**config.mk**
```make
export PLATFORM = sky130hd
export DESIGN_NAME = ssd_core
export DESIGN_NICKNAME = d
export VERILOG_FILES = /design/src/ssd_pkg.sv /design/src/ssd_core.sv /design/src/ssd_timer.sv
export SDC_FILE = /design/constraint.sdc
export NUM_CORES = 1
export LEC_CHECK = 0
export ABC_AREA = 1
export BUFFER_PORTS_ARGS = -buffer_cell sky130_fd_sc_hd__buf_2
export CORE_ASPECT_RATIO = 0.75
export CORE_MARGIN = 1.5
export CORE_UTILIZATION = 63
export CTS_BUF_LIST = sky130_fd_sc_hd__clkbuf_16
export CTS_CLUSTER_DIAMETER = 80
export DETAILED_ROUTE_END_ITERATION = 10
export PLACE_DENSITY = 0.81
export SLEW_MARGIN = 20
export SYNTH_ARGS = -nofsm -noshare
export SYNTH_HDL_FRONTEND = slang
export SYNTH_SLANG_ARGS = --single-unit
```
**constraint.sdc**
```tcl
create_clock -name clk_sys -period 2.6 [get_ports clk_sys]
set_input_delay 0.52 -clock clk_sys [delete_from_list [all_inputs] [get_ports clk_sys]]
set_output_delay 0.52 -clock clk_sys [all_outputs]
set_load 0.05 [all_outputs]
```
**src/ssd_pkg.sv**
```systemverilog
// package for the safety sensor status, diagnostic and restart block
// assumes a single 40 MHz system clock; all timing is counted in its cycles
package ssd_pkg;
  localparam int unsigned CLK_HZ = 40_000_000;
  // times in their own units, as printed
  localparam int unsigned DISC_TIME_MS = 500;
  localparam int unsigned WARN_TIME_MIN = 30;
  localparam int unsigned FLASH_FAST_HZ = 5;
  // derived cycle counts (shorter times round down)
  localparam longint unsigned DISC_CYCLES = longint'(CLK_HZ) * DISC_TIME_MS / 1000;
  localparam longint unsigned WARN_CYCLES = longint'(CLK_HZ) * 60 * WARN_TIME_MIN;
  localparam int unsigned FLASH_HALF_CYCLES = CLK_HZ / (2 * FLASH_FAST_HZ);

  // state report byte fields
  localparam int unsigned RPT_OUT_ON = 0;
  localparam int unsigned RPT_ACTUATOR = 1;
  localparam int unsigned RPT_FB_OPEN = 3;
  localparam int unsigned RPT_INPUTS_LIVE = 4;
  localparam int unsigned RPT_LIMIT = 5;
  localparam int unsigned RPT_WARN = 6;
  localparam int unsigned RPT_ERROR = 7;
  // fault detail byte fields
  localparam int unsigned DET_OUT_A = 0;
  localparam int unsigned DET_OUT_B = 1;
  localparam int unsigned DET_CROSS = 2;
  localparam int unsigned DET_TEMP = 3;
  localparam int unsigned DET_BAD_ACT = 4;
  localparam int unsigned DET_INTERNAL = 5;
  localparam int unsigned DET_COMM_DISC = 6;
  // command byte fields
  localparam int unsigned CMD_ERR_RESET = 7;
  localparam int unsigned CMD_DISC_ACK = 6;

  localparam logic [7:0] BYTE_RST = 8'h00;
  localparam logic [31:0] CNT_RST = 32'h0000_0000;

  typedef enum logic [1:0] {
    SSD_WAIT_RESTART,
    SSD_ENABLED,
    SSD_FAULT
  } ssd_state_t;
endpackage

```
**src/ssd_core.sv**
```systemverilog
// status, diagnostic and restart core of a non-contact safety sensor
// assumes pins arrive asynchronous, the serial channel framing lives outside,
// and a non-volatile store outside holds the discrepancy latch bit
`timescale 1ns/10ps
module ssd_core
  import ssd_pkg::*;
(
  // clock and reset
  input wire logic clk_sys,
  input wire logic resetn,
  // strap: 1 selects edge-triggered restart, 0 close-triggered
  input wire logic edge_triggered_restart,
  input wire logic disc_monitor_en,
  // sensor pins (asynchronous)
  input wire logic safety_input_a,
  input wire logic safety_input_b,
  input wire logic actuator_present,
  input wire logic actuator_in_limit,
  input wire logic actuator_bad,
  input wire logic feedback_closed,
  input wire logic ack_button,
  // fault sources (asynchronous)
  input wire logic fault_out_a,
  input wire logic fault_out_b,
  input wire logic fault_cross,
  input wire logic fault_temp,
  input wire logic fault_internal,
  input wire logic comm_fault,
  // non-volatile discrepancy latch
  input wire logic nv_disc_latched,
  output logic nv_disc_write,
  output logic nv_disc_value,
  // serial exchange: one-cycle strobe with command byte
  input wire logic xfer_strobe,
  input wire logic [7:0] command_byte,
  output logic [7:0] state_report_byte,
  output logic [7:0] fault_detail_byte,
  // outputs
  output logic safety_output_a,
  output logic safety_output_b,
  output logic actuator_led_fast
);
  localparam int NS = 13;

  typedef struct packed {
    logic [NS-1:0] s1;
    logic [NS-1:0] s2;
    ssd_state_t st;
    logic strap_taken;
    logic edge_mode;
    logic nv_loaded;
    logic disc_err;
    logic int_err;
    logic warn_err;
    logic cmd7;
    logic ack_prev;
    logic fb_prev;
    logic comm_prev;
    logic [31:0] flash_cnt;
    logic flash;
    logic [7:0] rpt;
    logic [7:0] det;
    logic nv_we;
    logic nv_val;
  } ssd_regs_t;

  ssd_regs_t q_r;
  ssd_regs_t q_nxt;
  logic [NS-1:0] pin_raw;
  logic disc_run;
  logic disc_exp;
  logic warn_run;
  logic warn_exp;
  logic in_a;
  logic in_b;
  logic act;
  logic lim;
  logic badact;
  logic fb;
  logic ackb;
  logic f_a;
  logic f_b;
  logic f_x;
  logic f_t;
  logic f_i;
  logic comm;
  logic warn_any;
  logic out_on;

  assign pin_raw = {comm_fault, fault_internal, fault_temp, fault_cross, fault_out_b,
                    fault_out_a, ack_button, feedback_closed, actuator_bad,
                    actuator_in_limit, actuator_present, safety_input_b, safety_input_a};
  assign {comm, f_i, f_t, f_x, f_b, f_a, ackb, fb, badact, lim, act, in_b, in_a} = q_r.s2;

  // ============================================================
  // timers
  assign disc_run = disc_monitor_en && (in_a != in_b);
  assign warn_any = f_a || f_b || f_x || f_t;
  assign warn_run = warn_any && (q_r.st == SSD_ENABLED);
  assign out_on = (q_r.st == SSD_ENABLED);

  ssd_timer #(.LIMIT(DISC_CYCLES)) u_disc (
    .clk_sys(clk_sys),
    .resetn(resetn),
    .run(disc_run),
    .expired(disc_exp)
  );

  ssd_timer #(.LIMIT(WARN_CYCLES)) u_warn (
    .clk_sys(clk_sys),
    .resetn(resetn),
    .run(warn_run),
    .expired(warn_exp)
  );

  // ============================================================
  // next state
  always_comb begin
    logic ack_fall;
    logic btn_fall;
    logic cmd_ack;
    logic cmd7_fall;
    logic guard_open;
    logic restart;
    logic hold;
    logic [7:0] rpt_v;
    logic [7:0] det_v;
    ack_fall = 1'b0;
    btn_fall = 1'b0;
    cmd_ack = 1'b0;
    cmd7_fall = 1'b0;
    guard_open = 1'b0;
    restart = 1'b0;
    hold = 1'b0;
    rpt_v = BYTE_RST;
    det_v = BYTE_RST;
    q_nxt = q_r;
    q_nxt.s1 = pin_raw;
    q_nxt.s2 = q_r.s1;
    q_nxt.ack_prev = ackb;
    q_nxt.fb_prev = fb;
    q_nxt.comm_prev = comm;
    q_nxt.nv_we = 1'b0;

    // strap is caught once after release of reset
    if (!q_r.strap_taken) begin
      q_nxt.strap_taken = 1'b1;
      q_nxt.edge_mode = edge_triggered_restart;
    end
    if (!q_r.nv_loaded) begin
      q_nxt.nv_loaded = 1'b1;
      q_nxt.disc_err = nv_disc_latched;
    end

    ack_fall = q_r.ack_prev && !ackb;
    btn_fall = q_r.fb_prev && !fb;
    guard_open = !act;
    if (xfer_strobe) begin
      cmd_ack = command_byte[CMD_DISC_ACK];
      cmd7_fall = q_r.cmd7 && !command_byte[CMD_ERR_RESET];
      q_nxt.cmd7 = command_byte[CMD_ERR_RESET];
    end

    // discrepancy latch: new error wins over an acknowledge in the same cycle
    if (disc_exp) begin
      q_nxt.disc_err = 1'b1;
      q_nxt.nv_we = 1'b1;
      q_nxt.nv_val = 1'b1;
    end else if (q_r.disc_err && q_r.nv_loaded && (ack_fall || cmd_ack)) begin
      q_nxt.disc_err = 1'b0;
      q_nxt.nv_we = 1'b1;
      q_nxt.nv_val = 1'b0;
    end

    // internal error: set while cause present, cleared by bit7 fall or guard open
    if (f_i || badact) begin
      q_nxt.int_err = 1'b1;
    end else if (q_r.int_err && (cmd7_fall || guard_open)) begin
      q_nxt.int_err = 1'b0;
    end

    if (warn_exp) begin
      q_nxt.warn_err = 1'b1;
    end else if (!warn_any) begin
      q_nxt.warn_err = 1'b0;
    end

    // comm loss freezes the output state against restart and drop-out; a fault still drops it
    hold = comm;

    restart = q_r.edge_mode ? btn_fall : fb;
    case (q_r.st)
      SSD_WAIT_RESTART: begin
        if (q_nxt.int_err || q_r.warn_err || q_r.disc_err) begin
          q_nxt.st = SSD_FAULT;
        end else if (!hold && restart && act && in_a && in_b && q_r.nv_loaded) begin
          q_nxt.st = SSD_ENABLED;
        end
      end
      SSD_ENABLED: begin
        if (disc_exp || q_nxt.int_err || warn_exp) begin
          q_nxt.st = SSD_FAULT;
        // in the edge variant the button is released to enable, so open feedback is normal
        end else if (!hold && (!act || !in_a || !in_b || (!fb && !q_r.edge_mode))) begin
          q_nxt.st = SSD_WAIT_RESTART;
        end
      end
      SSD_FAULT: begin
        // no re-enable until every latched cause has gone
        if (!q_nxt.disc_err && !q_nxt.int_err && !q_nxt.warn_err) begin
          q_nxt.st = SSD_WAIT_RESTART;
        end
      end
      default: q_nxt.st = SSD_WAIT_RESTART;
    endcase

    // fast flash while actuated and waiting for restart
    if (q_r.flash_cnt >= 32'(FLASH_HALF_CYCLES - 1)) begin
      q_nxt.flash_cnt = CNT_RST;
      q_nxt.flash = !q_r.flash;
    end else begin
      q_nxt.flash_cnt = q_r.flash_cnt + 32'h0000_0001;
    end

    // report bytes rebuilt every cycle, so every exchange sees fresh state
    rpt_v[RPT_OUT_ON] = out_on;
    rpt_v[RPT_ACTUATOR] = act;
    rpt_v[RPT_FB_OPEN] = (q_r.st == SSD_WAIT_RESTART) && act;
    rpt_v[RPT_INPUTS_LIVE] = in_a && in_b;
    rpt_v[RPT_LIMIT] = act && lim;
    rpt_v[RPT_WARN] = warn_any || f_i || comm || q_r.st == SSD_FAULT;
    rpt_v[RPT_ERROR] = (q_r.st == SSD_FAULT);
    det_v[DET_OUT_A] = f_a;
    det_v[DET_OUT_B] = f_b;
    det_v[DET_CROSS] = f_x;
    det_v[DET_TEMP] = f_t;
    det_v[DET_INTERNAL] = f_i || q_r.int_err;
    if (q_r.st == SSD_FAULT) begin
      det_v[DET_BAD_ACT] = badact;
      det_v[DET_COMM_DISC] = q_r.disc_err;
    end else begin
      det_v[DET_COMM_DISC] = comm;
    end
    q_nxt.rpt = rpt_v;
    q_nxt.det = det_v;
  end

  // ============================================================
  // registers
  always_ff @(posedge clk_sys) begin
    if (!resetn) begin
      q_r <= '0;
      q_r.st <= SSD_WAIT_RESTART;
    end else begin
      q_r <= q_nxt;
    end
  end

  // ============================================================
  // outputs, straight from flip-flops
  always_ff @(posedge clk_sys) begin
    if (!resetn) begin
      safety_output_a <= 1'b0;
      safety_output_b <= 1'b0;
      actuator_led_fast <= 1'b0;
      state_report_byte <= BYTE_RST;
      fault_detail_byte <= BYTE_RST;
      nv_disc_write <= 1'b0;
      nv_disc_value <= 1'b0;
    end else begin
      safety_output_a <= (q_nxt.st == SSD_ENABLED);
      safety_output_b <= (q_nxt.st == SSD_ENABLED);
      actuator_led_fast <= (q_r.st == SSD_WAIT_RESTART) && act && q_r.flash;
      state_report_byte <= q_r.rpt;
      fault_detail_byte <= q_r.det;
      nv_disc_write <= q_r.nv_we;
      nv_disc_value <= q_r.nv_val;
    end
  end
endmodule

```
**src/ssd_timer.sv**
```systemverilog
// saturating cycle timer, counts while run is high, clears otherwise
// assumes same clock domain as the caller
`timescale 1ns/10ps
module ssd_timer #(
  parameter longint unsigned LIMIT = 64'd10
) (
  // clock and reset
  input wire logic clk_sys,
  input wire logic resetn,
  // control
  input wire logic run,
  output logic expired
);
  // 64 bits because the warning delay needs more than 32 bits of cycles
  logic [63:0] cnt_r;
  logic [63:0] cnt_nxt;
  localparam logic [63:0] LIM = 64'(LIMIT);

  always_comb begin
    cnt_nxt = cnt_r;
    if (!run) begin
      cnt_nxt = 64'h0000_0000_0000_0000;
    end else if (cnt_r != LIM) begin
      cnt_nxt = cnt_r + 64'h0000_0000_0000_0001;
    end
  end

  // expired is a single pulse on reaching the limit, not a level while saturated
  always_ff @(posedge clk_sys) begin
    if (!resetn) begin
      cnt_r <= 64'h0000_0000_0000_0000;
      expired <= 1'b0;
    end else begin
      cnt_r <= cnt_nxt;
      expired <= run && (cnt_r != LIM) && (cnt_nxt == LIM);
    end
  end
endmodule
```
==> impl_table.tex, run 1 <==
\begin{tabular}{lr}
\hline
Metric & Value \\
\hline
\multicolumn{2}{l}{\textbf{Floorplanning}} \\
\quad Starting density of the core & 0.650 \\
\quad Number of placed I/O pins & 48 \\
\quad Placeable core area & approximately 20000 um2 \\
\quad Width of the chip & between 150 and 200 um \\
\quad Die Y-Extent & roughly 130 um \\
\quad Total die area & 21100 um2 \\
\quad Row count & 44 \\
\multicolumn{2}{l}{\textbf{Synthesis}} \\
\quad Area fraction of the dominant cell type after synthesis & 0.366 \\
\quad Main area contributors after synthesis & sky130\_fd\_sc\_hd\_\_dfxtp\_1 37\%, sky130\_fd\_sc\_hd\_\_nand2\_1 18\%, sky130\_fd\_sc\_hd\_\_nor2\_1 16\%, sky130\_fd\_sc\_hd\_\_inv\_1 6.9\%, sky130\_fd\_sc\_hd\_\_nand3\_1 5.4\% \\
\quad Synthesized area & between 10000 and 15000 um2 \\
\quad Asr flop ratio synth & 0 \\
\quad Count of flip-flops with a built-in enable after synthesis & 0 \\
\quad Average cell area after synthesis & just over 6 um2 \\
\quad Distinct cell type count of the synthesized netlist & 44 \\
\quad Number of cells produced by synthesis & $\sim$2.1k \\
\quad Flip-flop and latch count after synthesis & between 200 and 250 \\
\quad Seq/Total Area, Yosys & 0.366 \\
\quad Synth area leader & sky130\_fd\_sc\_hd\_\_dfxtp\_1 \\
\quad Most used flip-flop cell after synthesis & sky130\_fd\_sc\_hd\_\_dfxtp\_1 \\
\quad Total of warnings raised by yosys & 0 \\
\multicolumn{2}{l}{\textbf{Worst hold path}} \\
\quad Worst-case hold path end point & q\_nxt[66] \\
\quad Class of the most critical hold timing path & in2reg \\
\quad Hold Startpoint & actuator\_in\_limit \\
\quad WHS Path Cells & 3 \\
\multicolumn{2}{l}{\textbf{Clock tree}} \\
\quad Gates resized, CTS repair & 0 \\
\quad TritonCTS sink count & roughly 230 \\
\quad Insertion delay of the later-clocked pin in the worst-skew pair & roughly 550 ps \\
\quad Htree depth & 1 \\
\quad Max Root-Sink Buffers & 3 \\
\quad Total CTS buffers & 24 \\
\quad TritonCTS clock tree & built \\
\quad Master cell of the clock root buffer & sky130\_fd\_sc\_hd\_\_clkbuf\_16 \\
\quad Clk pin slew, worst setup/hold paths & about 70 ps \\
\quad Setup Fix Bufs, Post-CTS & 0 \\
\quad CTS Hold Bufs & 0 \\
\multicolumn{2}{l}{\textbf{Global route}} \\
\quad Number of global-route vias before repair & between 10k and 15k \\
\quad Aggregate global-route resource usage & 0.397 \\
\quad Global route overflow & 0 \\
\quad Global-route wire length before repair & 66300 um \\
\quad Initial antenna violation count & 0 \\
\quad Pin count of the biggest net entering global routing & 100 \\
\multicolumn{2}{l}{\textbf{Drt}} \\
\quad Starting DRC count in detailed routing & $\sim$2.0k \\
\quad DRC violation count after routing & 0 \\
\quad DRT Pass-1 Iters & 6 \\
\quad Antenna-violating nets left & 0 \\
\quad Vias per Instance & between 5 and 6 \\
\quad Post-detailed-route wirelength per cell & 17.2 um \\
\quad Final routed wirelength across all metal layers & 41700 um \\
\quad Total number of vias & 13.9k \\
\multicolumn{2}{l}{\textbf{Timing}} \\
\quad Setup ws final & 81.2 ps \\
\quad Number of endpoints failing setup at the final stage & 0 \\
\quad Slew at the pin closest to its max-slew limit & 500 ps \\
\quad Maximum clock rate & a little under 400 MHz \\
\quad Worst rel slew slack & 0.664 \\
\quad Total negative slack for setup checks & 0 ps \\
\quad Fin. max-slew vios & 0 \\
\quad Period utilization & 0.969 \\
\quad Number of failing hold endpoints at the final stage & 0 \\
\quad Fin crit period & approximately 2500 ps \\
\quad Clock skew & $\sim$30 ps \\
\quad RSZ-0062 raised after global routing & true \\
\multicolumn{2}{l}{\textbf{Power}} \\
\quad Relative contribution of the clock network to total power & 0.454 \\
\quad LEAKAGE & between 6 and 7 nW \\
\quad Internal & $\sim$5.4 mW \\
\quad Worst VDD drop & 0.636 mV \\
\quad Relative contribution of combinational cells to total power & 0.030 \\
\quad Switching Share & 0.240 \\
\quad Proportion of power drawn by flip-flops and latches & 0.515 \\
\quad Power spent charging and discharging nets & between 1.5 and 2 mW \\
\quad Power per cell area & roughly 500 nW/um2 \\
\multicolumn{2}{l}{\textbf{Setup path}} \\
\quad Category of the worst setup path capture point & flop \\
\quad R2R Path End & u\_warn.expired \\
\quad Crit path DAT & 2970 ps \\
\quad Worst setup path category & reg2reg \\
\quad Launching point of the worst reg2reg path & u\_warn.cnt\_r[5] \\
\quad Maximum net fanout on the critical path & 5 \\
\quad Internal reg-to-reg setup slack & 80 ps \\
\quad Critical path's slowest cell & sky130\_fd\_sc\_hd\_\_dfxtp\_1 \\
\quad Cells along the critical path & nand2\_1 -> nor2\_2 -> nand2\_1 -> nor2\_2 -> buf\_4 -> xor2\_1 -> nor3\_1 -> nand3\_1 -> nor2\_1 -> nand3\_1 -> nor2\_1 \\
\quad Required time of the critical path & between 3000 and 4000 ps \\
\quad Biggest cell delay along the critical path & a little over 400 ps \\
\quad Count of cells along the worst register-to-register path & 11 \\
\quad Launching element type of the critical path & flop \\
\multicolumn{2}{l}{\textbf{Run}} \\
\quad Number of max-cap violations & 0 \\
\multicolumn{2}{l}{\textbf{Place}} \\
\quad DP Area & around 13000 um2 \\
\quad Final HPWL DP & roughly 31000 um \\
\quad \# port buffers & 39 \\
\quad Last weighted congestion value of the routability-driven placer & roughly 0.96 \\
\quad Worst-case setup slack after placement & 126 ps \\
\multicolumn{2}{l}{\textbf{Cells and area}} \\
\quad Antenna cells & 0 \\
\quad Count of nets after finishing & around 2.2k \\
\quad Area occupied by registers & approximately 4700 um2 \\
\quad Post-layout instance area & 14100 um2 \\
\quad Area added between synthesis and finish & 10.9\% \\
\quad Core Util, Final & 0.721 \\
\quad Number of fillers in the final layout & between 1.5k and 2k \\
\quad Share of cells above drive strength 1 & 0.0721 \\
\quad Multi-input gate area in the final layout & about 7100 um2 \\
\multicolumn{2}{l}{\textbf{Status}} \\
\quad Status & finished clean \\
\hline
\end{tabular}
==> sequential cells by signal, summed over array words and instances (netlist names), 7 cells and up <==
signal,flops
u_disc.cnt_r,64
u_warn.cnt_r,64
q_r,59
state_report_byte,7
fault_detail_byte,7
q_nxt,13
==> cells in the final DEF, fill, tap and decap left out, types with 3 or more instances in the layout <==
master / n
sky130_fd_sc_hd__nand3b_1: 4
sky130_fd_sc_hd__clkinvlp_4: 3
sky130_fd_sc_hd__or2_2: 3
sky130_fd_sc_hd__o21bai_1: 6
sky130_fd_sc_hd__o21ai_1: 4
sky130_fd_sc_hd__conb_1: 12
sky130_fd_sc_hd__a21oi_1: 45
sky130_fd_sc_hd__nor4_1: 7
sky130_fd_sc_hd__clkinv_1: 5
sky130_fd_sc_hd__nor2_4: 13
sky130_fd_sc_hd__clkinv_2: 4
sky130_fd_sc_hd__nand3_1: 137
sky130_fd_sc_hd__inv_1: 240
sky130_fd_sc_hd__nand2_1: 601
sky130_fd_sc_hd__and2_1: 8
sky130_fd_sc_hd__nand3_2: 4
sky130_fd_sc_hd__ha_1: 6
sky130_fd_sc_hd__nor2_2: 16
sky130_fd_sc_hd__buf_2: 39
sky130_fd_sc_hd__a31oi_1: 3
sky130_fd_sc_hd__dfxtp_1: 232
sky130_fd_sc_hd__nor3b_1: 3
sky130_fd_sc_hd__nor2_1: 539
sky130_fd_sc_hd__buf_4: 24
sky130_fd_sc_hd__o21ai_0: 34
sky130_fd_sc_hd__xnor2_1: 18
sky130_fd_sc_hd__nand2_2: 9
sky130_fd_sc_hd__nand4_1: 39
sky130_fd_sc_hd__xor2_1: 30
sky130_fd_sc_hd__inv_2: 5
sky130_fd_sc_hd__clkbuf_16: 24
sky130_fd_sc_hd__nor3_1: 37
==> how the worst max path moves through the flow <==
| stage | start | to | slack, ps |
|---|---|---|---|
| floorplan | u_warn.cnt_r[0] | u_warn.expired | 640 |
| global placement | u_disc.cnt_r[0] | u_disc.expired | 190 |
| detailed placement | u_disc.cnt_r[6] | u_disc.expired | 130 |
| CTS | u_warn.cnt_r[0] | u_warn.expired | 40 |
| global route | u_disc.cnt_r[0] | u_disc.expired | -120 |
| finish | u_warn.cnt_r[5] | u_warn.expired | 80 |
==> stage by stage <==
step                      power [mW]  hold slack [ps]  cells
after floorplan                 3.84              390   2104
after global placement          3.90              393   2388
after detailed placement        3.92              402   2388
after CTS                       7.05              148   2432
after global routing            7.21              163   2432
final                           7.07              151   2432
==> cell usage after synthesis, types with 3 or more instances <==
| library cell | instances |
|---|---|
| sky130_fd_sc_hd__nor4_1 | 7 |
| sky130_fd_sc_hd__nor3b_1 | 3 |
| sky130_fd_sc_hd__xor2_1 | 30 |
| sky130_fd_sc_hd__dfxtp_1 | 233 |
| sky130_fd_sc_hd__nor3_1 | 38 |
| sky130_fd_sc_hd__nand3_2 | 4 |
| sky130_fd_sc_hd__a21oi_1 | 45 |
| sky130_fd_sc_hd__clkbuf_1 | 28 |
| sky130_fd_sc_hd__xnor2_1 | 18 |
| sky130_fd_sc_hd__nand2_1 | 601 |
| sky130_fd_sc_hd__nand2_2 | 9 |
| sky130_fd_sc_hd__and2_1 | 8 |
| sky130_fd_sc_hd__nand3b_1 | 4 |
| sky130_fd_sc_hd__nor2_1 | 546 |
| sky130_fd_sc_hd__inv_1 | 234 |
| sky130_fd_sc_hd__or2_2 | 3 |
| sky130_fd_sc_hd__nand4_1 | 39 |
| sky130_fd_sc_hd__nor2_4 | 11 |
| sky130_fd_sc_hd__o21ai_1 | 4 |
| sky130_fd_sc_hd__o21ai_0 | 34 |
| sky130_fd_sc_hd__buf_4 | 4 |
| sky130_fd_sc_hd__nor2_2 | 11 |
| sky130_fd_sc_hd__nand3_1 | 137 |
| sky130_fd_sc_hd__inv_2 | 4 |
| sky130_fd_sc_hd__ha_1 | 6 |
| sky130_fd_sc_hd__o21bai_1 | 6 |
| sky130_fd_sc_hd__a31oi_1 | 3 |
==> final cells by class <==
type	count	area share
multi-input cells	1598	0.503
flip-flops and latches	233	0.330
inverters	239	0.0635
clock buffers	24	0.0425
repair buffers	65	0.0294
well taps	253	0.0224
clock inverters	20	0.00868
==> per-layer routing <==
metal	GRT usage	up-vias	share of wire
met2	0.616	838	0.42
met3	0.0742	107	0.13
met4	0.0986	0	0.024
met5	0	-	0
met1	0.570	6297	0.43
li1	-	6646	-
==> logic make-up (layout without fill, tap and decap cells) <==
| group | count (synthesis) | count (layout) | synth area share |
|---|---|---|---|
| compound gates | 103 | 103 | 0.0445 |
| xor+xnor | 48 | 48 | 0.0330 |
| fa+ha+maj | 6 | 6 | 0.00589 |
| buf+inv | 273 | 348 | 0.0818 |
| flops | 233 | 233 | 0.366 |
| other cells | 1 | 12 | 0.000294 |
| simple gates | 1429 | 1429 | 0.469 |
==> power by group through the flow <==
stage	sequential (mW)	combinational, mW	clock, mW
finish	3.64	0.215	3.21
global route	3.64	0.228	3.34
CTS	3.64	0.207	3.20
detailed placement	3.72	0.200	0
global placement	3.71	0.186	0
floorplan	3.73	0.116	0
==> critical path: cells and delay by family, from the launching register on <==
family                    cells  cell delay (ps)
and+or+nand+nor               9             1750
xor gates and xnor gates      1               80
DFF                           1              410
buffers and inverters         1              180
(Power assumes the default switching activity.)
==> run 2, diff against run 1 <==
- GPL_TIMING_DRIVEN: unset -> 0
==> impl_table.tex, run 2 (synthesis results as in run 1) <==
\begin{tabular}{lr}
\hline
Metric & Value \\
\hline
\multicolumn{2}{l}{\textbf{Timing}} \\
\quad Period utilization & 0.988 (+0.0193) \\
\quad Clock skew & 11.8 ps (-18.5 ps) \\
\quad Worst rel slew slack & 0.421 (-0.243) \\
\quad Setup ws final & 31.0 ps (-50.2 ps) \\
\quad RSZ-0062 raised after global routing & true \\
\quad Worst hold-check slack & 119 ps (-32.1 ps) \\
\quad Fin. max-slew vios & 0 (unchanged) \\
\quad Fin crit period & 2570 ps (+50.2 ps) \\
\quad Number of endpoints failing setup at the final stage & 0 (unchanged) \\
\quad Maximum clock rate & 389 MHz (-2.0\%) \\
\quad Slew at the pin closest to its max-slew limit & 868 ps (+368 ps) \\
\quad Number of failing hold endpoints at the final stage & 0 (unchanged) \\
\multicolumn{2}{l}{\textbf{Setup path}} \\
\quad Most Frequent Cell on Critical Path & sky130\_fd\_sc\_hd\_\_nand2\_1 \\
\quad Crit path DAT & 3020 ps (+50 ps) \\
\quad Launching element type of the critical path & flop \\
\quad Required time of the critical path & 3060 ps (about the same) \\
\quad Cells along the critical path & nand2\_1 -> nor2\_1 -> nand2\_1 -> nor2\_1 -> nand2\_1 -> nor3b\_2 -> xor2\_1 -> nand2\_1 -> nand2\_1 -> nor2\_1 -> nand2\_1 -> nor2\_2 \\
\quad Category of the worst setup path capture point & flop \\
\quad Worst setup path category & reg2reg \\
\quad Critical path's slowest cell & sky130\_fd\_sc\_hd\_\_dfxtp\_1 \\
\quad Maximum net fanout on the critical path & 5 (unchanged) \\
\quad Biggest cell delay along the critical path & 450 ps (+40 ps) \\
\multicolumn{2}{l}{\textbf{Global route}} \\
\quad Number of global-route vias before repair & 12.4k (-3.8\%) \\
\quad Pin count of the biggest net entering global routing & 16 (-84\%) \\
\quad Aggregate global-route resource usage & 0.392 (-0.00444) \\
\quad Global route overflow & 0 (unchanged) \\
\quad Initial antenna violation count & 0 (unchanged) \\
\quad Global-route wire length before repair & 64700 um (-2.4\%) \\
\multicolumn{2}{l}{\textbf{Floorplanning}} \\
\quad Die Y-Extent & 126 um (unchanged) \\
\quad Number of placed I/O pins & 48 (unchanged) \\
\quad Width of the chip & 167 um (unchanged) \\
\quad Placeable core area & 19600 um2 (unchanged) \\
\quad Total die area & 21100 um2 (unchanged) \\
\quad Row count & 44 (unchanged) \\
\quad Starting density of the core & 0.650 (unchanged) \\
\multicolumn{2}{l}{\textbf{Cells and area}} \\
\quad Area occupied by registers & 4670 um2 (+0.11\%) \\
\quad Share of cells above drive strength 1 & 0.0767 (+0.00470) \\
\quad Count of nets after finishing & 2206 (+0.55\%) \\
\quad Multi-input gate area in the final layout & 7180 um2 (+0.95\%) \\
\quad Commonest non-fill, non-tap cells in the layout & 596 x sky130\_fd\_sc\_hd\_\_nand2\_1, 529 x sky130\_fd\_sc\_hd\_\_nor2\_1, 233 x sky130\_fd\_sc\_hd\_\_inv\_1, 230 x sky130\_fd\_sc\_hd\_\_dfxtp\_1, 137 x sky130\_fd\_sc\_hd\_\_nand3\_1 \\
\quad Area added between synthesis and finish & 11.7\% \\
\quad Registers with the most flip-flops & u\_disc.cnt\_r: 64 flops, u\_warn.cnt\_r: 64 flops, q\_r: 59 flops \\
\quad Post-layout instance area & 14200 um2 (+0.73\%) \\
\quad Most common cell after layout, fill and taps aside & sky130\_fd\_sc\_hd\_\_nand2\_1 \\
\quad Cell Count, Final, Fillers Out & 2442 (+0.41\%) \\
\quad Antenna cells & 0 (unchanged) \\
\quad Number of fillers in the final layout & 1722 (+6.4\%) \\
\multicolumn{2}{l}{\textbf{Place}} \\
\quad Final HPWL DP & 31800 um (+1.4\%) \\
\quad Worst-case setup slack after placement & -342 ps (-468 ps) \\
\quad Last weighted congestion value of the routability-driven placer & 1.06 (+10\%) \\
\quad \# port buffers & 39 (unchanged) \\
\quad Placed cell count & 2396 (+0.34\%) \\
\quad DP Area & 13300 um2 (-0.58\%) \\
\multicolumn{2}{l}{\textbf{Clock tree}} \\
\quad Insertion delay of the later-clocked pin in the worst-skew pair & 540 ps (about the same) \\
\quad Clk pin slew, worst setup/hold paths & 70 ps (about the same) \\
\quad Master cell of the clock root buffer & sky130\_fd\_sc\_hd\_\_clkbuf\_16 \\
\quad Max Root-Sink Buffers & 3 (unchanged) \\
\quad TritonCTS sink count & 233 (unchanged) \\
\quad Total CTS buffers & 24 (unchanged) \\
\quad TritonCTS clock tree & built \\
\quad Htree depth & 1 (unchanged) \\
\multicolumn{2}{l}{\textbf{Drt}} \\
\quad Vias per Instance & 5.65 (-1.0\%) \\
\quad DRT Pass-1 Iters & 8 (+2) \\
\quad Post-detailed-route wirelength per cell & 17.0 um (-0.71\%) \\
\quad Starting DRC count in detailed routing & 1657 (-16\%) \\
\quad Total number of vias & 13.8k (-0.60\%) \\
\quad DRC violation count after routing & 0 (unchanged) \\
\quad Antenna-violating nets left & 0 (unchanged) \\
\quad Final routed wirelength across all metal layers & 41600 um (-0.30\%) \\
\multicolumn{2}{l}{\textbf{Power}} \\
\quad Power per cell area & 516 nW/um2 (+3.2\%) \\
\quad Worst VDD drop & 0.494 mV (-22\%) \\
\quad LEAKAGE & 6.03 nW (-0.37\%) \\
\multicolumn{2}{l}{\textbf{Worst hold path}} \\
\quad Class of the most critical hold timing path & in2reg \\
\multicolumn{2}{l}{\textbf{Status}} \\
\quad Status & finished clean \\
\multicolumn{2}{l}{\textbf{Run}} \\
\quad Number of max-cap violations & 0 (unchanged) \\
\hline
\end{tabular}
[run 2: report_power, final]
part | switching (mW) | internal [mW] | total [mW]
sequential | 0.0219 | 3.62 | 3.64
combinational | 0.169 | 0.0540 | 0.223
clock | 1.49 | 2.00 | 3.48
[run 2: critical path: cells and delay by family (launching register included)]
kind             cells  cell delay, ps
XOR/XNOR             1             100
flip-flops           1             450
AND/OR/NAND/NOR     11            1940
[run 2: metrics by stage]
stage	util	total power [mW]	TNS, ps
after global placement	0.678	3.92	-2270
after floorplan	-	3.84	0
after global routing	0.726	7.52	-111
final	0.726	7.34	0
after detailed placement	0.678	3.92	-2290
after CTS	0.720	7.37	0
[run 2: layer usage]
metal | up-vias | part of all wire | GRT usage
met5 | - | 0 | 0
met4 | 0 | 0.026 | 0.114
met3 | 98 | 0.14 | 0.152
met2 | 763 | 0.41 | 0.570
met1 | 6285 | 0.43 | 0.539
li1 | 6658 | - | -
[run 2: worst paths after layout]
kind | startpoint | end | slack [ps] | cells after the start
max | u_warn.cnt_r[16] | u_warn.expired | 30 | 12
min | resetn | q_r[58] | 120 | 1
max reg2reg | u_warn.cnt_r[16] | u_warn.expired | 30 | 12
min reg2reg | q_nxt[72] | f_x | 410 | 2
[run 2: final cells by class]
cell class / instances / area share
Buffer: 34 / 0.0106
Clock buffer: 24 / 0.0422
Clock inverter: 18 / 0.0135
Inverter: 239 / 0.0631
Multi-Input combinational cell: 1598 / 0.504
Sequential cell: 233 / 0.328
Tap cell: 253 / 0.0222
Timing Repair Buffer: 43 / 0.0158
[run 2: timing repair]
item / in CTS / in global routing
buffers inserted: 0 / 4
pin swaps: 0 / 3
gates cloned: 0 / 0
setup endpoints to repair: 12 / 13
hold buffers: 0 / 0
gates resized for setup: 8 / 39
==> run 3, diff against run 2 <==
- ABC_AREA: 1 -> 0
- CORE_UTILIZATION: 63 -> 62
- PLACE_DENSITY: 0.81 -> 0.8
==> impl_table.tex, run 3 <==
\begin{tabular}{lr}
\hline
Metric & Value \\
\hline
\multicolumn{2}{l}{\textbf{Status}} \\
\quad Status & complete, but fails checks \\
\quad Violated checks & setup timing \\
\multicolumn{2}{l}{\textbf{Place}} \\
\quad Final HPWL DP & 21600 um (-32\%) \\
\quad \# port buffers & 39 (unchanged) \\
\quad Placed cell count & 1614 (-33\%) \\
\quad Worst-case setup slack after placement & -1120 ps (-774 ps) \\
\quad Last weighted congestion value of the routability-driven placer & 1.00 (-5.1\%) \\
\multicolumn{2}{l}{\textbf{Synthesis}} \\
\quad Synthesized area & 11100 um2 (-13\%) \\
\quad Most used flip-flop cell after synthesis & sky130\_fd\_sc\_hd\_\_dfxtp\_1 \\
\quad Synth area leader & sky130\_fd\_sc\_hd\_\_dfxtp\_1 \\
\quad Average cell area after synthesis & 8.39 um2 (+38\%) \\
\quad Asr flop ratio synth & 0 (unchanged) \\
\quad Total of warnings raised by yosys & 0 (unchanged) \\
\quad Most instantiated cells after synthesis & 233 x sky130\_fd\_sc\_hd\_\_dfxtp\_1, 199 x sky130\_fd\_sc\_hd\_\_nor2\_1, 96 x sky130\_fd\_sc\_hd\_\_xnor2\_1, 85 x sky130\_fd\_sc\_hd\_\_nand2\_1, 71 x sky130\_fd\_sc\_hd\_\_nand4\_1 \\
\quad Area fraction of the dominant cell type after synthesis & 0.420 (+0.0543) \\
\quad Main area contributors after synthesis & sky130\_fd\_sc\_hd\_\_dfxtp\_1 42\%, sky130\_fd\_sc\_hd\_\_xnor2\_1 7.6\%, sky130\_fd\_sc\_hd\_\_nor2\_1 6.7\%, sky130\_fd\_sc\_hd\_\_xor2\_1 5.1\%, sky130\_fd\_sc\_hd\_\_nand4\_1 4.0\% \\
\quad Library cell with the highest instance count after synthesis & sky130\_fd\_sc\_hd\_\_dfxtp\_1 \\
\quad Flip-flop and latch count after synthesis & 233 (unchanged) \\
\quad Seq/Total Area, Yosys & 0.420 (+0.0543) \\
\quad Number of cells produced by synthesis & 1322 (-37\%) \\
\quad Count of flip-flops with a built-in enable after synthesis & 0 (unchanged) \\
\quad Distinct cell type count of the synthesized netlist & 70 (+59\%) \\
\multicolumn{2}{l}{\textbf{Worst hold path}} \\
\quad Class of the most critical hold timing path & in2reg \\
\multicolumn{2}{l}{\textbf{Power}} \\
\quad Power after layout & 7.13 mW (-3.0\%) \\
\quad LEAKAGE & 5.07 nW (-16\%) \\
\quad Worst VDD drop & 0.453 mV (-8.3\%) \\
\quad Power per cell area & 507 nW/um2 (-1.7\%) \\
\multicolumn{2}{l}{\textbf{Clock tree}} \\
\quad CTS Hold Bufs & 0 (unchanged) \\
\quad TritonCTS clock tree & built \\
\quad Max Root-Sink Buffers & 3 (unchanged) \\
\quad Htree depth & 1 (unchanged) \\
\quad Insertion delay of the later-clocked pin in the worst-skew pair & 530 ps (about the same) \\
\quad Total CTS buffers & 23 (-4.2\%) \\
\quad TritonCTS sink count & 233 (unchanged) \\
\quad Clk pin slew, worst setup/hold paths & 60 ps (about the same) \\
\quad Master cell of the clock root buffer & sky130\_fd\_sc\_hd\_\_clkbuf\_16 \\
\multicolumn{2}{l}{\textbf{Cells and area}} \\
\quad Most common cell after layout, fill and taps aside & sky130\_fd\_sc\_hd\_\_nor2\_1 \\
\quad Share of cells above drive strength 1 & 0.246 (+0.170) \\
\quad Registers with the most flip-flops & u\_disc.cnt\_r: 64 flops, u\_warn.cnt\_r: 64 flops, q\_r: 59 flops \\
\quad Area added between synthesis and finish & 26.6\% \\
\quad Cell Count, Final, Fillers Out & 1729 (-29\%) \\
\quad Count of nets after finishing & 1503 (-32\%) \\
\quad Number of fillers in the final layout & 1170 (-32\%) \\
\quad Commonest non-fill, non-tap cells in the layout & 184 x sky130\_fd\_sc\_hd\_\_nor2\_1, 177 x sky130\_fd\_sc\_hd\_\_dfxtp\_1, 98 x sky130\_fd\_sc\_hd\_\_buf\_4, 87 x sky130\_fd\_sc\_hd\_\_xnor2\_1, 78 x sky130\_fd\_sc\_hd\_\_nand2\_1 \\
\multicolumn{2}{l}{\textbf{Drt}} \\
\quad Final routed wirelength across all metal layers & 32600 um (-22\%) \\
\quad DRC violation count after routing & 0 (unchanged) \\
\quad Total number of vias & 10.5k (-24\%) \\
\quad Vias per Instance & 6.07 (+7.4\%) \\
\quad DRT Pass-1 Iters & 6 (-2) \\
\quad Post-detailed-route wirelength per cell & 18.8 um (+11\%) \\
\quad Antenna-violating nets left & 0 (unchanged) \\
\quad Starting DRC count in detailed routing & 1227 (-26\%) \\
\multicolumn{2}{l}{\textbf{Setup path}} \\
\quad Most Frequent Cell on Critical Path & sky130\_fd\_sc\_hd\_\_nand4\_1 \\
\quad Category of the worst setup path capture point & flop \\
\quad Launching element type of the critical path & flop \\
\quad Crit path DAT & 3750 ps (+730 ps) \\
\quad Biggest cell delay along the critical path & 540 ps (+90 ps) \\
\quad Critical path's slowest cell & sky130\_fd\_sc\_hd\_\_or4\_4 \\
\quad Buffers and inverters on the worst path & 3 (+3) \\
\quad Required time of the critical path & 3020 ps (-40 ps) \\
\quad Kind of cell adding the most delay to the critical path & simple AND/OR/NAND/NOR gates \\
\quad Maximum net fanout on the critical path & 6 (+1) \\
\quad Cells along the critical path & buf\_8 -> nand4\_1 -> buf\_4 -> nor4\_4 -> nand4\_1 -> buf\_6 -> nor4\_4 -> nand4\_1 -> xor2\_1 -> nand2\_1 -> or4\_4 -> a2111oi\_4 \\
\quad Worst setup path category & reg2reg \\
\multicolumn{2}{l}{\textbf{Timing}} \\
\quad Setup ws final & -725 ps (-756 ps) \\
\quad Period utilization & 1.28 (+0.291) \\
\quad Slew at the pin closest to its max-slew limit & 792 ps (-76.7 ps) \\
\quad Fin. max-slew vios & 0 (unchanged) \\
\quad Fin crit period & 3330 ps (+756 ps) \\
\quad Worst rel slew slack & 0.472 (+0.0511) \\
\quad Maximum clock rate & 301 MHz (-23\%) \\
\quad Clock skew & 21.7 ps (+9.90 ps) \\
\quad Number of failing hold endpoints at the final stage & 0 (unchanged) \\
\quad RSZ-0062 raised after global routing & true \\
\quad Number of endpoints failing setup at the final stage & 3 (+3) \\
\multicolumn{2}{l}{\textbf{Floorplanning}} \\
\quad Row count & 42 (-4.5\%) \\
\quad Placeable core area & 17600 um2 (-10\%) \\
\quad Die Y-Extent & 119 um (-5.8\%) \\
\quad Starting density of the core & 0.630 (-0.0199) \\
\quad Total die area & 18700 um2 (-11\%) \\
\quad Width of the chip & 157 um (-5.8\%) \\
\quad Number of placed I/O pins & 48 (unchanged) \\
\multicolumn{2}{l}{\textbf{Global route}} \\
\quad Global-route wire length before repair & 49200 um (-24\%) \\
\quad Pin count of the biggest net entering global routing & 16 (unchanged) \\
\quad Number of global-route vias before repair & 9205 (-26\%) \\
\quad Aggregate global-route resource usage & 0.333 (-0.0592) \\
\quad Global route overflow & 0 (unchanged) \\
\quad Initial antenna violation count & 1 (+1) \\
\multicolumn{2}{l}{\textbf{Run}} \\
\quad Number of max-cap violations & 0 (unchanged) \\
\hline
\end{tabular}
==> run 3: changes by cell type in the layout (fill, tap and decap cells not counted), moves of 29 or more <==
| cell | previous run | this run |
|---|---|---|
| sky130_fd_sc_hd__dfxtp_2 | 2 | 46 |
| sky130_fd_sc_hd__xnor2_1 | 18 | 87 |
| sky130_fd_sc_hd__nand2_1 | 596 | 78 |
| sky130_fd_sc_hd__nand3_1 | 137 | 56 |
| sky130_fd_sc_hd__and2_1 | 8 | 68 |
| sky130_fd_sc_hd__nor4_1 | 7 | 41 |
| sky130_fd_sc_hd__xor2_1 | 30 | 62 |
| sky130_fd_sc_hd__buf_4 | 8 | 98 |
| sky130_fd_sc_hd__nor2_1 | 529 | 184 |
| sky130_fd_sc_hd__nand4_1 | 39 | 71 |
| sky130_fd_sc_hd__dfxtp_1 | 230 | 177 |
| sky130_fd_sc_hd__a21oi_1 | 45 | 15 |
| sky130_fd_sc_hd__inv_1 | 233 | 22 |
| sky130_fd_sc_hd__and3_1 | 2 | 31 |
==> run 3: layout make-up <==
cell class | count | area, um2 | share of cell area
Buffer | 55 | 339 | 0.0241
Antenna cell | 1 | 2.50 | 0.000178
Inverter | 22 | 82.6 | 0.00588
Clock inverter | 18 | 176 | 0.0126
Tap cell | 242 | 303 | 0.0216
Sequential cell | 233 | 4760 | 0.339
Clock buffer | 23 | 576 | 0.0410
Timing Repair Buffer | 137 | 953 | 0.0679
Multi-Input combinational cell | 998 | 6860 | 0.488
==> run 3: cells by family after synthesis <==
group,Yosys count,share of synthesized area
AND/OR/NAND/NOR,740,0.357
flip-flops,233,0.420
XOR/XNOR,161,0.127
buffers and inverters,102,0.0375
AO/OA/AOI/OAI,69,0.0418
multiplexers,9,0.00812
adder cells (fa/ha/maj),7,0.00767
other,1,0.000338
==> run 3: path summary, 6_finish.rpt <==
kind | start | end | slack, ps | cells past startpoint
worst max register to register | u_warn.cnt_r[3] | u_warn.expired | -730 | 12
worst min-delay path | resetn | q_r[58] | 200 | 1
worst max-delay path | u_warn.cnt_r[3] | u_warn.expired | -730 | 12
worst min register to register | q_r[15] | state_report_byte[5] | 430 | 1
==> run 3: power by group <==
part	total, mW	internal [mW]	switching [mW]
clock	3.34	1.92	1.42
combinational	0.163	0.0598	0.103
sequential	3.63	3.61	0.0219
==> run 3: through the flow <==
step	cell area, um2	util	hold WS (ps)	TNS, ps
floorplan	11400	-	412	-386
detailed placement	11900	0.674	418	-4730
finish	14000	0.798	204	-1160
CTS	13400	0.760	191	-955
global placement	11900	0.674	415	-4520
global route	14000	0.798	198	-1560
==> run 3: routing by layer <==
layer | vias to the layer above | GRT usage | share of wire
met5 | - | 0 | 0
met4 | 0 | 0.0755 | 0.026
met3 | 89 | 0.106 | 0.13
met2 | 643 | 0.453 | 0.41
met1 | 4874 | 0.506 | 0.43
li1 | 4894 | - | -
==> run 3: timing repair <==
item	CTS	global route
gates resized for setup	101	122
endpoints found under the setup margin	25	8
buffers inserted	51	49
pin swaps	34	59
